--- config.mk ---
export PLATFORM = sky130hd
export DESIGN_NAME = step_mode_velocity_control
export DESIGN_NICKNAME = d
export VERILOG_FILES = /design/src/common/step_vel_pkg.sv /design/src/hw/user_var_mem.sv /design/src/hw/step_mode_velocity_control.sv
export VERILOG_INCLUDE_DIRS = /design/src /design/src/common
export SDC_FILE = /design/constraint.sdc
export NUM_CORES = 1
export LEC_CHECK = 0
export BUFFER_PORTS_ARGS = -buffer_cell sky130_fd_sc_hd__buf_2
export CORE_UTILIZATION = 56
export CTS_CLUSTER_DIAMETER = 80
export DETAILED_ROUTE_END_ITERATION = 12
export GPL_TIMING_DRIVEN = 1
export HOLD_SLACK_MARGIN = 0.08
export PLACE_DENSITY = 0.76
export SLEW_MARGIN = 20
export SYNTH_ARGS = -nofsm -noshare
export SYNTH_HDL_FRONTEND = slang
export SYNTH_SLANG_ARGS = --single-unit
--- constraint.sdc ---
create_clock -name core_clk_i -period 8 [get_ports core_clk_i]
set_input_delay 0.4 -clock core_clk_i [delete_from_list [all_inputs] [get_ports core_clk_i]]
set_output_delay 0.4 -clock core_clk_i [all_outputs]
set_load 0.05 [all_outputs]
--- src/common/step_vel_regs.svh ---
`ifndef STEP_VEL_REGS_SVH
`define STEP_VEL_REGS_SVH
// Positions per revolution in each sequencing mode
`define USTEP_PER_REV    16'd12800
`define FSTEP_PER_REV    16'd200
// Microsteps advanced by one full step (12800 / 200)
`define USTEP_PER_FSTEP  32'sd64
// Largest programmable analog maximum velocity, rev/s
`define VEL_MAX_RPS      8'd50
// Analog code at 0 V (mid scale of 256 codes over 20 V)
`define ANALOG_ZERO_CODE 8'h80
// Reset values
`define POS_RESET        32'sd0
`define VAR_RESET        32'sd0
// Wait count that ends the unpowered wait before autostart (power is off six cycles)
`define SOFT_RST_CYCLES  4'd4
`endif

--- src/common/step_vel_pkg.sv ---
package step_vel_pkg;
  // Sequencing mode of the windings
  typedef enum logic [0:0] {
    MODE_MICRO = 1'b0,
    MODE_FULL  = 1'b1
  } step_mode_t;

  // Soft reset sequencer states
  typedef enum logic [1:0] {
    RST_IDLE  = 2'b00,
    RST_CLEAR = 2'b01,
    RST_WAIT  = 2'b10,
    RST_START = 2'b11
  } rst_state_t;

  // Velocity configuration, rev/s in 8.8 fixed point
  typedef struct packed {
    logic        fstep_en;
    logic [15:0] fstep_vel;
    logic [15:0] analog_max;
    logic [15:0] deadband;
  } vel_cfg_t;

  // Motion command toward the windings
  typedef struct packed {
    logic               dir_cw;
    logic signed [16:0] vel;
  } vel_cmd_t;
endpackage : step_vel_pkg

--- src/hw/user_var_mem.sv ---
`timescale 1ns/1ps
`include "step_vel_regs.svh"
// User variable store with registered read and a bulk clear
module user_var_mem #(
  parameter int DEPTH = 16,
  parameter int AW    = 4
) (
  input  wire logic               core_clk_i,
  input  wire logic               clr_i,
  input  wire logic               we_i,
  input  wire logic [AW-1:0]      waddr_i,
  input  wire logic signed [31:0] wdata_i,
  input  wire logic [AW-1:0]      raddr_i,
  output logic signed [31:0]      rdata_o
);
  logic signed [31:0] mem [DEPTH];

  // Every entry clears together on a soft reset
  for (genvar i = 0; i < DEPTH; i++) begin : g_ent
    always_ff @(posedge core_clk_i) begin
      if (clr_i) begin
        mem[i] <= `VAR_RESET;
      end else if (we_i && waddr_i == AW'(i)) begin
        mem[i] <= wdata_i;
      end
    end
  end

  // Registered read port
  always_ff @(posedge core_clk_i) begin
    if (clr_i) begin
      rdata_o <= `VAR_RESET;
    end else begin
      rdata_o <= mem[raddr_i];
    end
  end
endmodule : user_var_mem

--- src/hw/step_mode_velocity_control.sv ---
`timescale 1ns/1ps
`include "step_vel_regs.svh"
module step_mode_velocity_control #(
  parameter int VAR_DEPTH = 16,
  parameter int VAR_AW    = 4
) (
  input  wire logic                   core_clk_i,
  input  wire logic                   rst_i,
  input  wire step_vel_pkg::vel_cfg_t cfg_i,
  input  wire logic                   analog_follow_i,
  input  wire logic                   adc_valid_i,
  input  wire logic [7:0]             adc_code_i,
  input  wire logic signed [16:0]     seq_vel_i,
  input  wire logic                   step_pulse_i,
  input  wire logic                   soft_reset_i,
  input  wire logic                   var_we_i,
  input  wire logic [VAR_AW-1:0]      var_waddr_i,
  input  wire logic signed [31:0]     var_wdata_i,
  input  wire logic                   var_load_analog_i,
  input  wire logic [VAR_AW-1:0]      var_raddr_i,
  output logic signed [31:0]          var_rdata_o,
  output logic [7:0]                  analog_reg_o,
  output step_vel_pkg::vel_cmd_t      cmd_o,
  output step_vel_pkg::step_mode_t    mode_o,
  output logic signed [31:0]          position_o,
  output logic                        motor_power_o,
  output logic                        seq_halt_o,
  output logic                        autostart_o
);
  logic [7:0]                analog_reg;
  logic signed [16:0]        cmd_vel_reg;
  logic signed [16:0]        cmd_vel_next;
  step_vel_pkg::step_mode_t  mode_reg;
  step_vel_pkg::step_mode_t  mode_next;
  logic signed [31:0]        pos_reg;
  logic signed [31:0]        pos_next;
  step_vel_pkg::rst_state_t  rst_state_reg;
  step_vel_pkg::rst_state_t  rst_state_next;
  logic [3:0]                rst_cnt_reg;
  logic                      power_reg;
  logic                      halt_reg;
  logic                      auto_reg;
  logic                      dir_reg;

  // Analog code held on each conversion
  always_ff @(posedge core_clk_i) begin
    if (rst_i) begin
      analog_reg <= `ANALOG_ZERO_CODE;
    end else if (adc_valid_i) begin
      analog_reg <= adc_code_i;
    end
  end

  // Signed code about mid scale: -128..127
  wire logic signed [8:0]  code_s = $signed({1'b0, analog_reg})
                                    - $signed({1'b0, `ANALOG_ZERO_CODE});
  // Maximum clamped to 50 rev/s in 8.8 fixed point
  wire logic [15:0] max_lim = {`VEL_MAX_RPS, 8'h00};
  wire logic [15:0] amax = (cfg_i.analog_max > max_lim) ? max_lim
                           : cfg_i.analog_max;
  // Linear scaling, full scale at signed code -128 (code 0x00)
  wire logic signed [25:0] prod = code_s * $signed({1'b0, amax});
  wire logic signed [16:0] analog_vel = 17'(prod >>> 7);
  // Deadband taken as a magnitude, negative settings mirrored
  wire logic [15:0] db_mag = cfg_i.deadband[15] ? 16'(-cfg_i.deadband)
                             : cfg_i.deadband;
  wire logic [16:0] av_mag = analog_vel[16] ? 17'(-analog_vel)
                             : 17'(analog_vel);
  wire logic in_db = av_mag <= {1'b0, db_mag};
  wire logic signed [16:0] follow_vel = in_db ? 17'sd0 : analog_vel;

  // Commanded velocity source; zero while halted
  always_comb begin
    if (halt_reg) begin
      cmd_vel_next = 17'sd0;
    end else if (analog_follow_i) begin
      cmd_vel_next = follow_vel;
    end else begin
      cmd_vel_next = seq_vel_i;
    end
  end

  // Mode switching on velocity magnitude
  wire logic [16:0] cmd_mag = cmd_vel_reg[16] ? 17'(-cmd_vel_reg)
                              : 17'(cmd_vel_reg);
  wire logic at_full = cfg_i.fstep_en
                       && cmd_mag >= {1'b0, cfg_i.fstep_vel};
  // Entry waits until the next position lands on a full step, so a step
  // in the same cycle cannot leave full-step mode off the boundary
  wire logic on_fstep = pos_next[5:0] == 6'h00;
  always_comb begin
    mode_next = mode_reg;
    if (!at_full) begin
      mode_next = step_vel_pkg::MODE_MICRO;
    end else if (on_fstep) begin
      mode_next = step_vel_pkg::MODE_FULL;
    end
  end

  // Position advances by 1 or 64 per step, in step direction
  wire logic signed [31:0] stride = (mode_reg == step_vel_pkg::MODE_FULL)
                                    ? `USTEP_PER_FSTEP : 32'sd1;
  always_comb begin
    pos_next = pos_reg;
    if (rst_state_reg == step_vel_pkg::RST_CLEAR) begin
      pos_next = `POS_RESET;
    end else if (step_pulse_i && power_reg) begin
      pos_next = cmd_vel_reg[16] ? pos_reg - stride
                 : pos_reg + stride;
    end
  end

  // Soft reset sequencer
  always_comb begin
    rst_state_next = rst_state_reg;
    case (rst_state_reg)
      step_vel_pkg::RST_IDLE:
        if (soft_reset_i) rst_state_next = step_vel_pkg::RST_CLEAR;
      step_vel_pkg::RST_CLEAR: rst_state_next = step_vel_pkg::RST_WAIT;
      step_vel_pkg::RST_WAIT:
        if (rst_cnt_reg == `SOFT_RST_CYCLES)
          rst_state_next = step_vel_pkg::RST_START;
      step_vel_pkg::RST_START: rst_state_next = step_vel_pkg::RST_IDLE;
      default: rst_state_next = step_vel_pkg::RST_IDLE;
    endcase
  end

  // State registers
  always_ff @(posedge core_clk_i) begin
    if (rst_i) begin
      cmd_vel_reg   <= 17'sd0;
      dir_reg       <= 1'b1;
      mode_reg      <= step_vel_pkg::MODE_MICRO;
      pos_reg       <= `POS_RESET;
      rst_state_reg <= step_vel_pkg::RST_IDLE;
    end else begin
      cmd_vel_reg   <= cmd_vel_next;
      dir_reg       <= !cmd_vel_next[16];
      mode_reg      <= mode_next;
      pos_reg       <= pos_next;
      rst_state_reg <= rst_state_next;
    end
  end

  // Wait counter and reset-driven controls
  wire logic in_rst = rst_state_next != step_vel_pkg::RST_IDLE
                      && rst_state_next != step_vel_pkg::RST_START;
  always_ff @(posedge core_clk_i) begin
    if (rst_i) begin
      rst_cnt_reg <= 4'd0;
      power_reg   <= 1'b1;
      halt_reg    <= 1'b0;
      auto_reg    <= 1'b0;
    end else begin
      rst_cnt_reg <= (rst_state_reg == step_vel_pkg::RST_WAIT)
                     ? rst_cnt_reg + 4'd1 : 4'd0;
      power_reg   <= !in_rst;
      halt_reg    <= in_rst;
      auto_reg    <= rst_state_next == step_vel_pkg::RST_START;
    end
  end

  // User variables, loadable from the analog code
  wire logic signed [31:0] var_wd = var_load_analog_i
                                    ? 32'($signed({1'b0, analog_reg}))
                                    : var_wdata_i;
  user_var_mem #(
    .DEPTH(VAR_DEPTH),
    .AW   (VAR_AW)
  ) u_vars (
    .core_clk_i(core_clk_i),
    .clr_i     (rst_i || rst_state_reg == step_vel_pkg::RST_CLEAR),
    .we_i      ((var_we_i || var_load_analog_i) && !halt_reg),
    .waddr_i   (var_waddr_i),
    .wdata_i   (var_wd),
    .raddr_i   (var_raddr_i),
    .rdata_o   (var_rdata_o)
  );

  // Registered outputs
  assign analog_reg_o  = analog_reg;
  assign cmd_o         = '{dir_cw: dir_reg, vel: cmd_vel_reg};
  assign mode_o        = mode_reg;
  assign position_o    = pos_reg;
  assign motor_power_o = power_reg;
  assign seq_halt_o    = halt_reg;
  assign autostart_o   = auto_reg;

  // Checks on mode switching and position stride
  a_full_needs_en: assert property (@(posedge core_clk_i)
    disable iff (rst_i)
    !cfg_i.fstep_en |=> mode_reg == step_vel_pkg::MODE_MICRO)
    else $error("full-step mode without its enable");
  a_full_at_speed: assert property (@(posedge core_clk_i)
    disable iff (rst_i)
    at_full && on_fstep |=> mode_reg == step_vel_pkg::MODE_FULL)
    else $error("full-step mode not entered at speed");
  a_micro_below: assert property (@(posedge core_clk_i)
    disable iff (rst_i)
    !at_full |=> mode_reg == step_vel_pkg::MODE_MICRO)
    else $error("microstep mode not resumed below speed");
  a_full_aligned: assert property (@(posedge core_clk_i)
    disable iff (rst_i)
    mode_reg == step_vel_pkg::MODE_FULL |-> pos_reg[5:0] == 6'h00)
    else $error("full-step mode off a full-step boundary");
  a_full_stride: assert property (@(posedge core_clk_i)
    disable iff (rst_i)
    mode_reg == step_vel_pkg::MODE_FULL && step_pulse_i && power_reg
    && rst_state_reg != step_vel_pkg::RST_CLEAR
    |=> pos_reg == $past(pos_reg) + `USTEP_PER_FSTEP
    || pos_reg == $past(pos_reg) - `USTEP_PER_FSTEP)
    else $error("full step did not move by one full step");

  // Checks on the analog path
  a_code_held: assert property (@(posedge core_clk_i)
    disable iff (rst_i)
    adc_valid_i |=> analog_reg == $past(adc_code_i))
    else $error("analog code not held");
  a_follow_scale: assert property (@(posedge core_clk_i)
    disable iff (rst_i)
    analog_follow_i && !halt_reg |=> cmd_vel_reg == $past(follow_vel))
    else $error("command does not follow the scaled code");
  a_deadband_stop: assert property (@(posedge core_clk_i)
    disable iff (rst_i)
    analog_follow_i && in_db && !halt_reg |=> cmd_vel_reg == 17'sd0)
    else $error("motion commanded inside the deadband");

  // Checks on the soft reset sequence
  a_reset_cuts: assert property (@(posedge core_clk_i)
    disable iff (rst_i)
    soft_reset_i && rst_state_reg == step_vel_pkg::RST_IDLE
    |=> !power_reg && halt_reg)
    else $error("soft reset did not halt and cut power");
  a_reset_clears: assert property (@(posedge core_clk_i)
    disable iff (rst_i)
    rst_state_reg == step_vel_pkg::RST_CLEAR |=> pos_reg == `POS_RESET)
    else $error("soft reset did not zero the position");
  a_autostart_after: assert property (@(posedge core_clk_i)
    disable iff (rst_i)
    rst_state_reg == step_vel_pkg::RST_WAIT
    && rst_cnt_reg == `SOFT_RST_CYCLES |=> auto_reg && power_reg)
    else $error("autostart not raised after soft reset");

  // Main scenarios reached
  c_enter_full: cover property (@(posedge core_clk_i) disable iff (rst_i)
    mode_reg == step_vel_pkg::MODE_MICRO
    ##1 mode_reg == step_vel_pkg::MODE_FULL);
  c_leave_full: cover property (@(posedge core_clk_i) disable iff (rst_i)
    mode_reg == step_vel_pkg::MODE_FULL
    ##1 mode_reg == step_vel_pkg::MODE_MICRO);
  c_deadband_hold: cover property (@(posedge core_clk_i) disable iff (rst_i)
    analog_follow_i && in_db && analog_vel != 17'sd0);
  c_autostart: cover property (@(posedge core_clk_i) disable iff (rst_i)
    auto_reg);
endmodule : step_mode_velocity_control

==> flow_metrics.env <==
export IMPL_crit_path_frequent_cell="sky130_fd_sc_hd__fa_1"
export IMPL_clkSinkCount=612
export IMPL_preCtsSetupSlack_ps=-396
export IMPL_synth_async_sr_flop_share_pct=0
export IMPL_gr_usage_met1_pct=40.2
export IMPL_holdPathEnd="analog_reg_o[4]"
export IMPL_dr_first_iter_drc_count=2670
export IMPL_postSynthCellCount=2722
export IMPL_final_cell_mix="sky130_fd_sc_hd__nor2_1 (603), sky130_fd_sc_hd__edfxtp_1 (512), sky130_fd_sc_hd__buf_2 (213)"
export IMPL_critical_path_cell_count=35
export IMPL_powerDensity_nw_per_um2=262
export IMPL_max_cap_violations=0
export IMPL_floorplan_rows=88
export IMPL_clkLatencyLatePin_ps=660
export IMPL_fin_worst_skew_ps=45.6
export IMPL_dp_hpwl_mm=58.4
export IMPL_synth_compound_area_share_pct=5.78
export IMPL_drt_drc_violations_left=0
export IMPL_power_leakage_uw=0.0160
export IMPL_grt_first_pass_wirelength_mm=141
export IMPL_nNetsFinal=3352
export IMPL_number_of_global_route_vias_before_repair=24200
export IMPL_cell_internal_pwr_uw=6730
export IMPL_cp_start_kind="input pin"
export IMPL_antenna_found_initial=8
export IMPL_total_power_uw=10100
export IMPL_regMostFlops="u_vars.mem"
export IMPL_timing_hold_violations_final=0
export IMPL_cp_end_kind="register"
export IMPL_period_minus_slack_ps=7660
export IMPL_synth_main_ff_cell="sky130_fd_sc_hd__edfxtp_1"
export IMPL_synth_enable_flop_cells=512
export IMPL_pin_count_of_the_biggest_net_entering_global_routing=76
export IMPL_min_delay_path_depth=2
export IMPL_crit_path_max_fanout=8
export IMPL_synth_mux_area_share_pct=11.4
export IMPL_worstRegToRegCells=25
export IMPL_drive_above_1_share_pct=22.8
export IMPL_gr_usage_all_layers_pct=31.2
export IMPL_synth_xor_xnor_area_share_pct=2.30
export IMPL_ys_warn_count=0
export IMPL_rr_endpoint="cmd_vel_reg[0]"
export IMPL_cts_buffer_depth=3
export IMPL_vias_post_dr=23700
export IMPL_worst_r2r_setup_slack_ps=530
export IMPL_max_ffs_per_register=512
export IMPL_hold_class="in2reg"
export IMPL_max_stage_delay_ps=580
export IMPL_io_pin_count=216
export IMPL_critical_path_buf_inv_count=5
export IMPL_cts_root_buffer_cell="sky130_fd_sc_hd__clkbuf_16"
export IMPL_met2_usage_pct=51.9
export IMPL_die_width_um=246
export IMPL_clock_fmax_ghz=0.131
export IMPL_netSwitchingPower_uw=3330
export IMPL_final_report_max_slew_violation_count=0
export IMPL_critPathKind="in2reg"
export IMPL_cp_top_family="compound AO/OA/AOI/OAI gates"
export IMPL_numPortBuffers=215
export IMPL_floorplan_core_area_sq_um=58100
export IMPL_clk_transition_reported_paths_ps=60
export IMPL_htree_num_levels=2
export IMPL_worst_endpoint_arrival_ps=8160
export IMPL_yosysSeqAreaShare_pct=52.3
export IMPL_status="finished, final reports clean"
export IMPL_crit_path_top_delay_cell="sky130_fd_sc_hd__fa_1"
export IMPL_maxSlewHeadroom_pct=18.5
export IMPL_global_route_usage_met3_pct=6.00
export IMPL_clkPwrFrac_pct=28.7
export IMPL_share_seq_of_total_power_pct=39.4
export IMPL_hold_start="rst_i"
export IMPL_irDropWorstVdd_v=0.000228
export IMPL_floorplan_initialDensity_pct=57.2
export IMPL_die_height_um=246
export IMPL_cts_buffers_inserted=61
export IMPL_share_comb_of_total_power_pct=32.0
export IMPL_netlist_area_before_placement_sq_um=33200
export IMPL_ys_ff_latch=612
export IMPL_drt_vias_per_instance=6.19
export IMPL_gp_congestion=0.916
export IMPL_setup_violations_final=0
export IMPL_worst_slack_ps=339
export IMPL_syn_area_per_cell_sq_um=12.2
export IMPL_avgRoutedWirePerCell_um=24.3
export IMPL_areaGrowthSynthToFinish_pct=15.5
export IMPL_busiest_grt_layer="met2"
export IMPL_die_area_sq_um=60300
export IMPL_clock_tree_from_tritoncts="yes"
export IMPL_yosys_area_share_adder_pct=10.7
export IMPL_final_common_cell="sky130_fd_sc_hd__nor2_1"
export IMPL_total_grt_overflow=0
export IMPL_worst_pin_slew_ps=1220
export IMPL_post_synth_and_or_nand_nor_area_fraction_pct=13.9
export IMPL_finalWirelength_mm=92.9
export IMPL_postRouteAntennaNets=0
export IMPL_netlist_cell_type_count=88
export IMPL_critical_path_required_ps=8500
export IMPL_timing_rr_start="analog_reg_o[6]"
export IMPL_combinational_family_with_the_most_area_after_synthesis="simple AND/OR/NAND/NOR gates"
export IMPL_timing_setup_tns_ps=0
export IMPL_firstDrtPassIters=6
export IMPL_layout_worst_path_cycle_share_pct=95.8
export IMPL_switching_power_share_of_the_total_pct=33.1
[cell usage after synthesis (9+ instances only)]
| master | count | area, sq um |
|---|---|---|
| sky130_fd_sc_hd__a211oi_1 | 15 | 113 |
| sky130_fd_sc_hd__a21o_1 | 27 | 203 |
| sky130_fd_sc_hd__a21oi_1 | 67 | 335 |
| sky130_fd_sc_hd__a22o_1 | 14 | 123 |
| sky130_fd_sc_hd__and2_1 | 65 | 407 |
| sky130_fd_sc_hd__and3_1 | 59 | 369 |
| sky130_fd_sc_hd__buf_1 | 22 | 82.6 |
| sky130_fd_sc_hd__clkbuf_1 | 161 | 604 |
| sky130_fd_sc_hd__dfxtp_1 | 100 | 2000 |
| sky130_fd_sc_hd__edfxtp_1 | 512 | 15400 |
| sky130_fd_sc_hd__fa_1 | 99 | 1980 |
| sky130_fd_sc_hd__ha_1 | 127 | 1590 |
| sky130_fd_sc_hd__inv_1 | 117 | 439 |
| sky130_fd_sc_hd__mux2i_1 | 17 | 170 |
| sky130_fd_sc_hd__mux4_2 | 160 | 3600 |
| sky130_fd_sc_hd__nand2_1 | 160 | 601 |
| sky130_fd_sc_hd__nand2b_1 | 33 | 206 |
| sky130_fd_sc_hd__nand3_1 | 26 | 130 |
| sky130_fd_sc_hd__nand4_1 | 9 | 56.3 |
| sky130_fd_sc_hd__nor2_1 | 604 | 2270 |
| sky130_fd_sc_hd__nor2b_1 | 12 | 75.1 |
| sky130_fd_sc_hd__nor3_1 | 16 | 80.1 |
| sky130_fd_sc_hd__o211ai_1 | 11 | 82.6 |
| sky130_fd_sc_hd__o21a_1 | 14 | 105 |
| sky130_fd_sc_hd__o21ai_0 | 46 | 230 |
| sky130_fd_sc_hd__o31ai_1 | 11 | 82.6 |
| sky130_fd_sc_hd__or2_2 | 15 | 93.8 |
| sky130_fd_sc_hd__or3_1 | 9 | 56.3 |
| sky130_fd_sc_hd__xnor2_1 | 48 | 420 |
| sky130_fd_sc_hd__xor2_1 | 36 | 315 |
[through the flow]
step	cells	hold slack, ps	util [%]	area [sq um]
2_1_floorplan	2736	430	-	33300
3_3_place_gp	3673	442	61.8	35900
3_5_place_dp	3673	465	61.8	35900
4_1_cts	3815	142	65.7	38200
5_1_grt	3823	178	66.0	38400
6_report	3826	183	66.0	38400
[metal layers]
layer	share of wire (%)	wire length (um)	vias to the layer above
met3	10	9600	306
met4	4.4	4080	10
met1	36	33800	11700
met5	0.074	69	-
li1	-	-	10200
met2	49	45300	1408
[worst reg2reg max path, cell delays in order, from the launching register on]
cell and delay, ps:
sky130_fd_sc_hd__dfxtp_1 910, sky130_fd_sc_hd__and3_1 310, sky130_fd_sc_hd__fa_1 450, sky130_fd_sc_hd__fa_1 520, sky130_fd_sc_hd__fa_1 520, sky130_fd_sc_hd__fa_1 490, sky130_fd_sc_hd__ha_1 300, sky130_fd_sc_hd__ha_1 330
sky130_fd_sc_hd__a21o_1 170, sky130_fd_sc_hd__a21o_1 210, sky130_fd_sc_hd__a2111oi_4 380, sky130_fd_sc_hd__o211ai_2 190, sky130_fd_sc_hd__a31oi_4 230, sky130_fd_sc_hd__o21bai_4 110, sky130_fd_sc_hd__xnor2_4 190, sky130_fd_sc_hd__mux2_4 320
sky130_fd_sc_hd__ha_1 310, sky130_fd_sc_hd__nor2b_1 130, sky130_fd_sc_hd__o21a_1 160, sky130_fd_sc_hd__o21a_1 170, sky130_fd_sc_hd__o21a_1 180, sky130_fd_sc_hd__o21ai_2 150, sky130_fd_sc_hd__o211ai_1 150, sky130_fd_sc_hd__nand3_2 130
sky130_fd_sc_hd__o41ai_4 140, sky130_fd_sc_hd__a22o_1 210
[power by group through the flow]
stage	combinational [uW]	clock [uW]	sequential (uW)
floorplan	1850	0	4220
global placement	3030	0	3990
detailed placement	3090	0	4020
CTS	3120	2900	3960
global route	3470	3020	3980
finish	3210	2880	3960
[repair_timing]
item | in CTS | in global routing
endpoints found under the setup margin | 0 | 18
hold endpoints to repair | 26 | 0
resized for setup | 0 | 17
hold buffers | 26 | 0
buffers inserted | 0 | 5
[logic make-up after synthesis]
kind of cell	Yosys count
fa+ha+maj	226
simple gates	1039
xor+xnor	85
flops	612
compound gates	271
mux	178
buf+inv	309
other cells	2
[final cells by class]
| class | count | area, sq um |
|---|---|---|
| Tap cell | 765 | 957 |
| Clock buffer | 80 | 1650 |
| Clock inverter | 36 | 365 |
| Fill cell | 4127 | 19800 |
| Multi-Input combinational cell | 1815 | 15000 |
| Inverter | 118 | 443 |
| Timing Repair Buffer | 396 | 2560 |
| Antenna cell | 4 | 10.0 |
| Sequential cell | 612 | 17400 |
[worst max path at each step]
stage	to	start
floorplan	cmd_vel_reg[9]	cfg_i[21]
global route	cmd_vel_reg[0]	cfg_i[21]
detailed placement	cmd_vel_reg[9]	cfg_i[21]
finish	cmd_vel_reg[0]	cfg_i[21]
global placement	cmd_vel_reg[9]	cfg_i[21]
CTS	cmd_vel_reg[0]	cfg_i[21]
No activity file was read; power rests on OpenSTA's default activity.
